==> src/rtl/counter_array_pkg.sv <==
// Package: register map, field positions, reset values and timebase codes for the counter array
package counter_array_pkg;
    // Register addresses on the special-function bus
    localparam logic [7:0] ADDR_ARRAY_CONTROL = 8'hD8;
    localparam logic [7:0] ADDR_ARRAY_MODE = 8'hD9;
    // Reset values
    localparam logic [7:0] RESET_ARRAY_CONTROL = 8'h00;
    localparam logic [7:0] RESET_ARRAY_MODE = 8'h40;
    // Control register fields
    localparam int CTL_OVERFLOW_POS = 7;
    localparam int CTL_RUN_POS = 6;
    // Mode register fields
    localparam int MODE_IDLE_POS = 7;
    localparam int MODE_WD_ENABLE_POS = 6;
    localparam int MODE_WD_LOCK_POS = 5;
    localparam int MODE_UNUSED_POS = 4;
    localparam int MODE_SEL_LSB = 1;
    localparam int MODE_IRQ_EN_POS = 0;
    // Module number used by the watchdog function
    localparam int WATCHDOG_MODULE = 2;
    // Timebase divider counts
    localparam logic [3:0] DIV12_LAST = 4'hB;
    localparam logic [3:0] DIV4_LAST = 4'h3;
    localparam logic [3:0] DIV8_LAST = 4'h7;
    // Timebase source codes
    typedef enum logic [2:0] {
        SRC_SYS_DIV12 = 3'h0,
        SRC_SYS_DIV4 = 3'h1,
        SRC_TIMER0 = 3'h2,
        SRC_EXT_FALL = 3'h3,
        SRC_SYS = 3'h4,
        SRC_EXT_OSC_DIV8 = 3'h5,
        SRC_RTC_DIV8 = 3'h6,
        SRC_RESERVED = 3'h7
    } timebase_sel_t;
endpackage : counter_array_pkg

==> src/rtl/timebase_if.sv <==
// Interface: selected timebase code and the tick it produces
`timescale 1ns/1ps
`default_nettype none
interface timebase_if;
    logic [2:0] select; // Timebase code from mode register
    logic tick; // One-cycle count tick
    modport gen (input select, output tick);
    modport user (output select, input tick);
endinterface : timebase_if
`default_nettype wire

==> src/rtl/counter_array_control_mode.sv <==
// Control and mode registers of the counter array with its 16-bit counter
//
// Notes on behaviour
// (RULE_01) Overflow flag set on wrap, software clears
// (RULE_02) Overflow flag with enable raises interrupt
// (RULE_03) Run bit zero stops, one counts
// (RULE_04) Module event flags set by hardware only; the code also lets a software write of one set them
// (RULE_05) Enabled module event flag raises interrupt
// (RULE_06) Idle-suspend bit pauses counting in idle
// (RULE_07) Watchdog enable resets to one, module two
// (RULE_08) Lock bit blocks disabling watchdog until reset
// (RULE_09) Three-bit code selects counter timebase
// (RULE_10) Code 011 counts count-pin falling edges
// (RULE_11) Codes 101/110 count slow clocks over eight
// (RULE_12) Watchdog on freezes other mode bits
// (RULE_13) Mode bit four reads zero, ignores writes
// (RULE_14) Control register supports single-bit writes
// (RULE_15) Watchdog on forces the counter running
// (RULE_16) Low-byte overflow on high match resets
// (RULE_17) Writing watchdog event flag forces reset
// (RULE_18) Counter increments one per tick, wraps
`timescale 1ns/1ps
`default_nettype none
module counter_array_control_mode (
    input wire logic clk_sys,
    input wire logic reset,
    input wire logic [7:0] sfr_addr,
    input wire logic [7:0] sfr_wdata,
    input wire logic sfr_wr,
    input wire logic [7:0] sfr_bit_mask,
    input wire logic sfr_rd,
    output logic [7:0] sfr_rdata,
    input wire logic cpu_idle,
    input wire logic timer0_overflow,
    input wire logic external_count_input,
    input wire logic ext_osc_clk,
    input wire logic rtc_clk,
    input wire logic [5:0] module_event,
    input wire logic [5:0] module_irq_enable,
    input wire logic [7:0] watchdog_compare_high,
    output logic [7:0] counter_low_byte,
    output logic [7:0] counter_high_byte,
    output logic counter_tick,
    output logic watchdog_function,
    output logic irq_request,
    output logic watchdog_reset
);
    timebase_if tb_link ();

    logic counter_overflow_flag_q; // Sticky overflow flag
    logic counter_run_control_q; // Software run bit
    logic [5:0] module_event_flags_q; // Sticky module flags
    logic idle_suspend_q; // Pause in processor idle
    logic watchdog_enable_q; // Watchdog enable
    logic watchdog_lock_q; // Watchdog lock
    logic [2:0] timebase_select_q; // Timebase code
    logic overflow_irq_enable_q; // Overflow interrupt mask
    logic [15:0] count_q; // The 16-bit counter
    logic [7:0] rdata_q; // Registered read data
    logic wr_ctl;
    logic wr_mode;
    logic [7:0] ctl_now;
    logic [7:0] ctl_next;
    logic [7:0] mode_next;
    logic advance;
    logic wrap;
    logic low_wrap;

    // Merge a write with the current value using the per-bit mask
    function automatic logic [7:0] merge_bits(input logic [7:0] cur, input logic [7:0] val,
                                              input logic [7:0] mask);
        merge_bits = (cur & ~mask) | (val & mask);
    endfunction

    assign wr_ctl = sfr_wr && (sfr_addr == counter_array_pkg::ADDR_ARRAY_CONTROL);
    assign wr_mode = sfr_wr && (sfr_addr == counter_array_pkg::ADDR_ARRAY_MODE);

    assign ctl_now = {counter_overflow_flag_q, counter_run_control_q, module_event_flags_q};
    // Bit set/clear touches only masked bits; byte writes use a full mask
    assign ctl_next = merge_bits(ctl_now, sfr_wdata, sfr_bit_mask); // see (RULE_14)
    assign mode_next = merge_bits({idle_suspend_q, watchdog_enable_q, watchdog_lock_q, 1'b0,
                                   timebase_select_q, overflow_irq_enable_q},
                                  sfr_wdata, sfr_bit_mask);

    assign tb_link.select = timebase_select_q;

    // Timebase generator
    counter_timebase u_timebase (
        .clk_sys(clk_sys),
        .reset(reset),
        .timer0_overflow(timer0_overflow),
        .external_count_input(external_count_input),
        .ext_osc_clk(ext_osc_clk),
        .rtc_clk(rtc_clk),
        .tb(tb_link.gen)
    );

    // Counting runs on run bit or watchdog, paused when idle-suspended
    assign advance = tb_link.tick && (counter_run_control_q || watchdog_enable_q) && // see (RULE_03) (RULE_15)
                     !(idle_suspend_q && cpu_idle); // see (RULE_06)
    assign wrap = advance && (count_q == 16'hFFFF); // see (RULE_01)
    assign low_wrap = advance && (count_q[7:0] == 8'hFF);

    // Counter register
    always_ff @(posedge clk_sys) begin
        if (reset) begin
            count_q <= 16'h0000;
        end else if (advance) begin
            count_q <= count_q + 16'h0001; // see (RULE_18)
        end
    end

    // Control register: hardware sets win over software clears
    always_ff @(posedge clk_sys) begin
        if (reset) begin
            counter_overflow_flag_q <= counter_array_pkg::RESET_ARRAY_CONTROL[7];
            counter_run_control_q <= counter_array_pkg::RESET_ARRAY_CONTROL[6];
            module_event_flags_q <= counter_array_pkg::RESET_ARRAY_CONTROL[5:0];
        end else begin
            if (wr_ctl) begin
                counter_overflow_flag_q <= ctl_next[counter_array_pkg::CTL_OVERFLOW_POS] | wrap;
                counter_run_control_q <= ctl_next[counter_array_pkg::CTL_RUN_POS];
                module_event_flags_q <= ctl_next[5:0] | module_event; // see (RULE_04)
            end else begin
                counter_overflow_flag_q <= counter_overflow_flag_q | wrap; // see (RULE_01)
                module_event_flags_q <= module_event_flags_q | module_event; // see (RULE_04)
            end
        end
    end

    // Mode register with watchdog freeze and lock
    always_ff @(posedge clk_sys) begin
        if (reset) begin
            idle_suspend_q <= counter_array_pkg::RESET_ARRAY_MODE[7];
            watchdog_enable_q <= counter_array_pkg::RESET_ARRAY_MODE[6]; // see (RULE_07)
            watchdog_lock_q <= counter_array_pkg::RESET_ARRAY_MODE[5];
            timebase_select_q <= counter_array_pkg::RESET_ARRAY_MODE[3:1];
            overflow_irq_enable_q <= counter_array_pkg::RESET_ARRAY_MODE[0];
        end else if (wr_mode) begin
            if (!watchdog_enable_q) begin
                // Watchdog off: every bit but bit four writable; lock also turns watchdog on
                idle_suspend_q <= mode_next[counter_array_pkg::MODE_IDLE_POS];
                watchdog_lock_q <= mode_next[counter_array_pkg::MODE_WD_LOCK_POS];
                watchdog_enable_q <= mode_next[counter_array_pkg::MODE_WD_ENABLE_POS] |
                                     mode_next[counter_array_pkg::MODE_WD_LOCK_POS];
                timebase_select_q <= mode_next[3:1];
                overflow_irq_enable_q <= mode_next[counter_array_pkg::MODE_IRQ_EN_POS];
            end else begin
                // Watchdog on: only the enable may change, and only unlocked; see (RULE_12)
                if (!watchdog_lock_q) begin
                    watchdog_enable_q <= mode_next[counter_array_pkg::MODE_WD_ENABLE_POS]; // see (RULE_08)
                end
            end
        end
    end

    // Read data; run bit reads as stored, unused mode bit reads zero
    always_ff @(posedge clk_sys) begin
        if (reset) begin
            rdata_q <= 8'h00;
        end else if (sfr_rd && sfr_addr == counter_array_pkg::ADDR_ARRAY_CONTROL) begin
            rdata_q <= ctl_now;
        end else if (sfr_rd && sfr_addr == counter_array_pkg::ADDR_ARRAY_MODE) begin
            rdata_q <= {idle_suspend_q, watchdog_enable_q, watchdog_lock_q, 1'b0, // see (RULE_13)
                        timebase_select_q, overflow_irq_enable_q};
        end else begin
            rdata_q <= 8'h00;
        end
    end

    // Interrupt request and watchdog reset
    always_ff @(posedge clk_sys) begin
        if (reset) begin
            irq_request <= 1'b0;
            watchdog_reset <= 1'b0;
        end else begin
            irq_request <= (counter_overflow_flag_q && overflow_irq_enable_q) || // see (RULE_02)
                           |(module_event_flags_q & module_irq_enable); // see (RULE_05)
            watchdog_reset <= watchdog_enable_q &&
                ((low_wrap && watchdog_compare_high == count_q[15:8]) || // see (RULE_16)
                 (wr_ctl && sfr_bit_mask[counter_array_pkg::WATCHDOG_MODULE] &&
                  sfr_wdata[counter_array_pkg::WATCHDOG_MODULE])); // see (RULE_17)
        end
    end

    assign sfr_rdata = rdata_q;
    assign counter_low_byte = count_q[7:0];
    assign counter_high_byte = count_q[15:8];
    assign counter_tick = advance;
    assign watchdog_function = watchdog_enable_q; // see (RULE_07)
endmodule // counter_array_control_mode
`default_nettype wire

==> src/rtl/counter_timebase.sv <==
// Timebase generator: dividers, synchronisers and edge detectors for the counter clock
`timescale 1ns/1ps
`default_nettype none
module counter_timebase (
    input wire logic clk_sys,
    input wire logic reset,
    input wire logic timer0_overflow,
    input wire logic external_count_input,
    input wire logic ext_osc_clk,
    input wire logic rtc_clk,
    timebase_if.gen tb
);
    logic [3:0] div_q; // Prescaler for divide-by-12 and divide-by-4
    logic [2:0] ext_sync_q; // Count pin sync pair plus history
    logic [2:0] osc_sync_q; // Oscillator sync pair plus history
    logic [2:0] rtc_sync_q; // Real-time clock sync pair plus history
    logic [2:0] osc_div_q; // Counts oscillator rising edges
    logic [2:0] rtc_div_q; // Counts real-time clock rising edges
    logic osc_rise;
    logic rtc_rise;
    logic ext_fall;

    // Three-stage shift: stages 0 and 1 synchronise, stage 2 keeps history
    always_ff @(posedge clk_sys) begin
        if (reset) begin
            ext_sync_q <= 3'h7;
            osc_sync_q <= 3'h0;
            rtc_sync_q <= 3'h0;
        end else begin
            ext_sync_q <= {ext_sync_q[1:0], external_count_input};
            osc_sync_q <= {osc_sync_q[1:0], ext_osc_clk};
            rtc_sync_q <= {rtc_sync_q[1:0], rtc_clk};
        end
    end

    // Edges look only at the second and third stages
    assign ext_fall = ext_sync_q[2] & ~ext_sync_q[1]; // see (RULE_10)
    assign osc_rise = ~osc_sync_q[2] & osc_sync_q[1];
    assign rtc_rise = ~rtc_sync_q[2] & rtc_sync_q[1];

    // System clock prescaler, wraps at the limit of the chosen divider
    always_ff @(posedge clk_sys) begin
        if (reset) begin
            div_q <= 4'h0;
        end else if ((tb.select == 3'h0 && div_q >= counter_array_pkg::DIV12_LAST) ||
                     (tb.select == 3'h1 && div_q >= counter_array_pkg::DIV4_LAST)) begin
            div_q <= 4'h0;
        end else begin
            div_q <= div_q + 4'h1;
        end
    end

    // Divide-by-eight of the synchronised slow clocks
    always_ff @(posedge clk_sys) begin
        if (reset) begin
            osc_div_q <= 3'h0;
            rtc_div_q <= 3'h0;
        end else begin
            if (osc_rise) begin
                osc_div_q <= osc_div_q + 3'h1; // see (RULE_11)
            end
            if (rtc_rise) begin
                rtc_div_q <= rtc_div_q + 3'h1; // see (RULE_11)
            end
        end
    end

    // Source multiplexer
    always_comb begin
        case (tb.select)
            counter_array_pkg::SRC_SYS_DIV12: tb.tick = (div_q == counter_array_pkg::DIV12_LAST); // see (RULE_09)
            counter_array_pkg::SRC_SYS_DIV4: tb.tick = (div_q == counter_array_pkg::DIV4_LAST);
            counter_array_pkg::SRC_TIMER0: tb.tick = timer0_overflow;
            counter_array_pkg::SRC_EXT_FALL: tb.tick = ext_fall;
            counter_array_pkg::SRC_SYS: tb.tick = 1'b1;
            counter_array_pkg::SRC_EXT_OSC_DIV8: tb.tick = osc_rise &&
                ({1'b0, osc_div_q} == counter_array_pkg::DIV8_LAST);
            counter_array_pkg::SRC_RTC_DIV8: tb.tick = rtc_rise &&
                ({1'b0, rtc_div_q} == counter_array_pkg::DIV8_LAST);
            default: tb.tick = 1'b0; // Reserved code never counts
        endcase
    end
endmodule // counter_timebase
`default_nettype wire

==> config.mk <==
export PLATFORM = sky130hd
export DESIGN_NAME = counter_array_control_mode
export DESIGN_NICKNAME = d
export VERILOG_FILES = /design/src/rtl/counter_array_pkg.sv /design/src/rtl/timebase_if.sv /design/src/rtl/counter_array_control_mode.sv /design/src/rtl/counter_timebase.sv
export SDC_FILE = /design/constraint.sdc
export NUM_CORES = 1
export LEC_CHECK = 0
export BUFFER_PORTS_ARGS = -buffer_cell sky130_fd_sc_hd__buf_4
export CAP_MARGIN = 5
export CORE_MARGIN = 3
export CORE_UTILIZATION = 40
export DETAILED_ROUTE_END_ITERATION = 12
export PLACE_DENSITY = 0.73
export SLEW_MARGIN = 30
export SYNTH_ARGS = -nofsm -noshare
export SYNTH_HDL_FRONTEND = slang
export SYNTH_SLANG_ARGS = --single-unit
==> constraint.sdc <==
create_clock -name clk_sys -period 2.6 [get_ports clk_sys]
set_input_delay 0.39 -clock clk_sys [delete_from_list [all_inputs] [get_ports clk_sys]]
set_output_delay 0.39 -clock clk_sys [all_outputs]
set_load 0.1 [all_outputs]
# Word level (Yosys, flattened, before mapping)
# Cells that the tools add are included.
dict set report word_totals {
  regBits 60
  latchBits 0
  mem_bits_rw 0
  romBits 0
  in_bits 53
  word_cells 92
  n_memories 0
}
dict set report op_classes {
  add_sub_neg 4
  mul 0
  div 0
  order_cmp 2
  n_eq_ne 15
  shifts 0
  mux 7
  n_bitwise 19
  n_reduce_logical 27
}
# operator n
set ops {}
lappend ops {{bitwise AND 8 bit} 3}
lappend ops {{== test 8 bit, second input constant} 3}
lappend ops {{logical AND 1 bit} 18}
lappend ops {{adder 16 x 1 -> 16 bit, second input constant} 1}
lappend ops {{== test 16 bit, second input constant} 1}
lappend ops {{2-to-1 mux 8 bit} 2}
lappend ops {{OR 8 bit} 2}
lappend ops {{== test 3 bit, second input constant} 5}
lappend ops {{OR 6 bit} 2}
lappend ops {{== test 8 bit} 1}
lappend ops {{NOT 8 bit} 1}
lappend ops {{case mux 1 bit (7 select lines)} 1}
lappend ops {{adder 3 x 1 -> 3 bit, second input constant} 2}
lappend ops {{bitwise AND 6 bit} 1}
lappend ops {{== test 3 x 2 -> 1 bit, second input constant} 2}
lappend ops {{2-to-1 mux 6 bit} 1}
lappend ops {{OR reduction 6 bit} 1}
lappend ops {{adder 4 x 1 -> 4 bit, second input constant} 1}
lappend ops {{== test 4 x 2 -> 1 bit, second input constant} 1}
lappend ops {{== test 4 bit, second input constant} 1}
lappend ops {{greater-or-equal comparator 4 x 2 -> 1 bit, second input constant} 1}
lappend ops {{greater-or-equal comparator 4 bit, second input constant} 1}
lappend ops {{logical OR 1 bit} 4}
lappend ops {{NOT 1 bit} 4}
lappend ops {{8 further kinds} 14}

# Depth between registers and ports, before layout
dict set report logic_depth {
  depth_word 10
  depth_mapped 9
  mapped_depth_nobuf 7
}

# By module
# Synthesis repeated with hierarchy kept, for this count alone.
dict set report hier_totals {
  hier_cells 289
  area_unflattened_um2 2742.6
}
# mod instances cells_per_inst area_per_inst_um2 seq_area_each_um2
set modules_own_cells {}
lappend modules_own_cells {counter_array_control_mode 1 219 1973.1 820.8}
lappend modules_own_cells {counter_timebase 1 70 769.5 380.4}

# Least setup slack after synthesis
# OpenSTA, ideal clock, no wires.
dict set report synth_path {
  kind {reg-to-output}
  startpoint {register watchdog_enable_q, in the netlist watchdog_function}
  endpoint {output port counter_tick}
  t_arrival_ps 2445
  setup_slack_ps -235
  path_stages_with_launch 6
  path_buffers 2
  cell_sequence {dfxtp_1 > o211ai_1 > a31o_2 > buf_2 > buf_6 > inv_1}
}
dict set report synth_between {
  elab_chain_cells 3
}
# item line
set synth_lines {}
lappend synth_lines {{from (decl)} counter_array_control_mode.sv:54} ;# logic watchdog_enable_q;
lappend synth_lines {{from (signal assigned)} counter_array_control_mode.sv:135} ;# watchdog_enable_q <= counter_array_pkg::RESET_ARRAY_MODE[6];
lappend synth_lines {{from (signal assigned)} counter_array_control_mode.sv:144} ;# watchdog_enable_q <= mode_next[counter_array_pkg::MODE_WD_ENABLE_POS] |
lappend synth_lines {{from (signal assigned)} counter_array_control_mode.sv:151} ;# watchdog_enable_q <= mode_next[counter_array_pkg::MODE_WD_ENABLE_POS];
lappend synth_lines {{logical OR 1 bit} counter_array_control_mode.sv:99} ;# assign advance = tb_link.tick && (counter_run_control_q || watchdog_enable_q) &&
lappend synth_lines {{logical AND 1 bit (2 in series)} counter_array_control_mode.sv:99}
lappend synth_lines {{to (decl)} counter_array_control_mode.sv:43} ;# output logic counter_tick,
# No other way between the ends.

# Worst setup path in the final report
dict set report layout_path {
  startpoint {register u_timebase.rtc_div_q[0]}
  endpoint {output port counter_tick}
}
dict set report layout_between {
  elab_chain_cells 5
}
# item line
set layout_lines {}
lappend layout_lines {{from (decl)} counter_timebase.sv:18} ;# logic [2:0] rtc_div_q;
lappend layout_lines {{from (signal assigned)} counter_timebase.sv:63} ;# rtc_div_q <= rtc_div_q + 3'h1;
lappend layout_lines {{== test 3 bit} counter_timebase.sv:79} ;# ({1'b0, rtc_div_q} == counter_array_pkg::DIV8_LAST);
lappend layout_lines {{logical AND 1 bit} counter_timebase.sv:78} ;# counter_array_pkg::SRC_RTC_DIV8: tb.tick = rtc_rise &&
lappend layout_lines {{case mux 1 bit (7 select lines)} counter_timebase.sv:70} ;# case (tb.select)
lappend layout_lines {{logical AND 1 bit (2 in series)} counter_array_control_mode.sv:99}
# No other way between the ends.

==> results.yml <==
run_status:
  status: "completed"
yosys:
  synthArstFlopShare: 0
  synth_ff_type: "dfxtp_1"
  syn-cell-area_um2: 2780
  synth_top_area_frac: 0.433
  ys_seq_elements: 60
  yosysUniqueCellTypes: 51
  syn_area_per_cell_um2: 9.38
  syn_nets: 355
  syn_inst: 296
  ys_warn_count: 0
  netlist_top_cells_count: "dfxtp_1 (60), nor2_1 (34), mux2i_1 (20)"
  synth_edf_count: 0
  ys_seq_area_frac: 0.433
  synth.area.top_cells: "dfxtp_1 (43%), mux2i_1 (7.2%), nor2_1 (4.6%), xor2_1 (3.2%), a21oi_1 (2.9%)"
  synth_top_area_cell: "dfxtp_1"
  yosysMostFrequentCell: "dfxtp_1"
power:
  clock_power_share: 0.436
  max-vdd-ir-drop_uv: 584
  internal_power_w: 0.00152
  p_leak_nw: 1.46
  finalPower_w: 0.00195
  switchingPower_w: 0.000438
  combinationalPowerShare: 0.076
  pwr_density_cell_nw_per_um2: 538
  seq_power_share: 0.487
  switching_share: 0.224
critical_path:
  cp_num_buf_inv: 2
  critical-path-top-delay-family: "compound AO/OA/AOI/OAI gates"
  crit_fanout: 12
  critPathKind: "register to output port"
  critical_path_depth: 7
  path_cells: "ha_1 -> ha_1 -> and4b_1 -> a22oi_1 -> a31o_4 -> inv_1 -> buf_4"
  rrSetupSlack_ns: 0.41
  cpMaxStageDelayCell: "dfxtp_1"
  crit_path_start_kind: "register"
  crit_required_ns: 2.21
  worst_r2r_endpoint: "count_q[11]$_SDFFE_PP0P_"
  cpPeakStageDelay_ns: 0.32
  cp_data_arrival_time_ns: 2.08
  worst_path_most_repeated_cell: "ha_1"
  crit_start: "u_timebase.rtc_div_q[0]$_SDFFE_PP0P_"
  end_kind: "output port"
  crit_path_end: "counter_tick"
  r2r_cells: 7
  r2r-start: "u_timebase.osc_div_q[0]$_SDFFE_PP0P_"
global_route:
  grt_usage: 0.168
  antenna_found_initial: 0
  grt_max_degree: 51
  grt_pass1_wl_um: 10300
  grt_pass1_vias: 2303
  grt_overflow: 0
floorplanning:
  initial_core_util: 0.425
  num_rows: 29
  dieArea_um2: 7980
  die_y_um: 89.3
  pin_count: 81
  die_w_um: 89.3
  core_area_um2: 6530
routing:
  wl_per_cell_um: 14.1
  final_antenna_net_count: 0
  drt_iter0_markers: 105
  viasPerCell: 5.29
  drc: 0
  finalWirelength_um: 6430
  firstDrtPassIters: 4
  vias: 2416
timing:
  final_max_slew_viol_count: 0
  hold_violations: 0
  setup_ws_ns: 0.134
  period_needed_ns: 2.47
  setup_violations: 0
  max_slew.worst_pin.slew_ns: 0.544
  fin_hold_ws_ns: 0.247
  rsz0062_at_grt: "no"
  relSlewSlack: 0.634
  skew_ns: 0.00802
  max_freq_mhz: 406
  tns_ns: 0
  finalCritPeriodShare: 0.948
placement:
  gp_congestion: 0.778
  dp_hpwl_um: 4800
  place_ws_ns: 0.372
  io_buffers: 80
cts:
  numCtsBuffers: 9
  clkSinkCount: 60
  cts_buffer_depth: 2
  cts_tree: "built"
  cts_hold_buf: 0
  insertion_delay_ns: 0.33
  cts_max_level: 3
  path_clk_slew_ns: 0.06
  cts_root_buf: "clkbuf_8"
cells_and_area:
  fin_nets: 434
  fillCellCount: 596
  drive_gt1_frac: 0.305
  fin_util: 0.557
  multiInputGateArea_um2: 1480
  n_antenna_cell: 0
  seq_area_um2: 1200
  syn_to_final_growth_pct: 30.9
run:
  drv_cap: 0
worst_hold_path:
  hold_path.class: "primary input to register"
## repair_timing
action | in CTS | in global routing
hold endpoints to repair | 0 | 0
endpoints found under the setup margin | 0 | 1
gates resized for setup | 0 | 1
setup buffers | 0 | 0
## sequential cells by signal, summed over array words and instances (netlist names), 3 cells and up, named ones only
register / flops
count_q: 16
module_event_flags_q: 6
u_timebase.osc_div_q: 3
u_timebase.rtc_sync_q: 3
u_timebase.div_q: 4
u_timebase.ext_sync_q: 3
u_timebase.rtc_div_q: 3
sfr_rdata: 8
u_timebase.osc_sync_q: 3
## through the flow
step                      instance area, µm²  instances
final                                   3630        457
after global routing                    3630        457
after CTS                               3630        457
after detailed placement                3410        441
after global placement                  3410        441
after floorplan                         2780        296
## cell type report
cell class | count | share of cell area
multi-input cells | 214 | 0.407
flip-flops and latches | 60 | 0.331
repair buffers | 82 | 0.169
clock buffers | 11 | 0.0417
well taps | 77 | 0.0265
clock inverters | 5 | 0.0165
inverters | 8 | 0.00826
## routing by layer
layer | share of wire | up-vias | track usage
li1 | - | 1226 | -
met3 | 0.056 | 14 | 0.0415
met5 | 0 | - | 0
met2 | 0.48 | 61 | 0.277
met1 | 0.43 | 1115 | 0.204
met4 | 0.026 | 0 | 0.0825
## cells in the final DEF, fill, tap and decap left out, types with 8 or more instances in the layout
cell type,n
buf_4,82
dfxtp_1,59
nor2_1,34
mux2i_1,20
nand2_1,19
a21oi_1,16
clkbuf_8,11
xor2_1,10
nor2b_1,9
nor3_1,8
a211oi_1,8
## power groups by stage
stage	clock [W]	combinational [W]	sequential, W
after floorplan	0	0.0000597	0.000981
after global placement	0	0.000147	0.000972
after detailed placement	0	0.000150	0.000974
after CTS	0.000881	0.000151	0.000953
after global routing	0.000912	0.000163	0.000955
final	0.000852	0.000149	0.000953
## cell families (layout without fill, tap and decap cells)
family / after synthesis / in the layout / share of synthesized area
buffers and inverters: 22 / 106 / 0.0379
xor gates and xnor gates: 14 / 14 / 0.0442
and+or+nand+nor: 122 / 122 / 0.256
adders and majority gates: 6 / 6 / 0.0270
AOI/OAI and AO/OA: 52 / 52 / 0.130
muxes: 20 / 20 / 0.0721
DFF: 60 / 60 / 0.433
## worst min-delay path by stage
stage	to	cells after the start	from	slack, ns
6_report	u_timebase.ext_sync_q[0]$_SDFF_PP1_	2	external_count_input	0.25
5_1_grt	u_timebase.ext_sync_q[0]$_SDFF_PP1_	2	external_count_input	0.24
4_1_cts	u_timebase.ext_sync_q[0]$_SDFF_PP1_	2	external_count_input	0.22
3_5_place_dp	u_timebase.ext_sync_q[1]$_SDFF_PP1_	1	u_timebase.ext_sync_q[0]$_SDFF_PP1_	0.39
3_3_place_gp	u_timebase.ext_sync_q[1]$_SDFF_PP1_	1	u_timebase.ext_sync_q[0]$_SDFF_PP1_	0.39
2_1_floorplan	u_timebase.ext_sync_q[1]$_SDFF_PP1_	1	u_timebase.ext_sync_q[0]$_SDFF_PP1_	0.39
(Power assumes the default switching activity.)
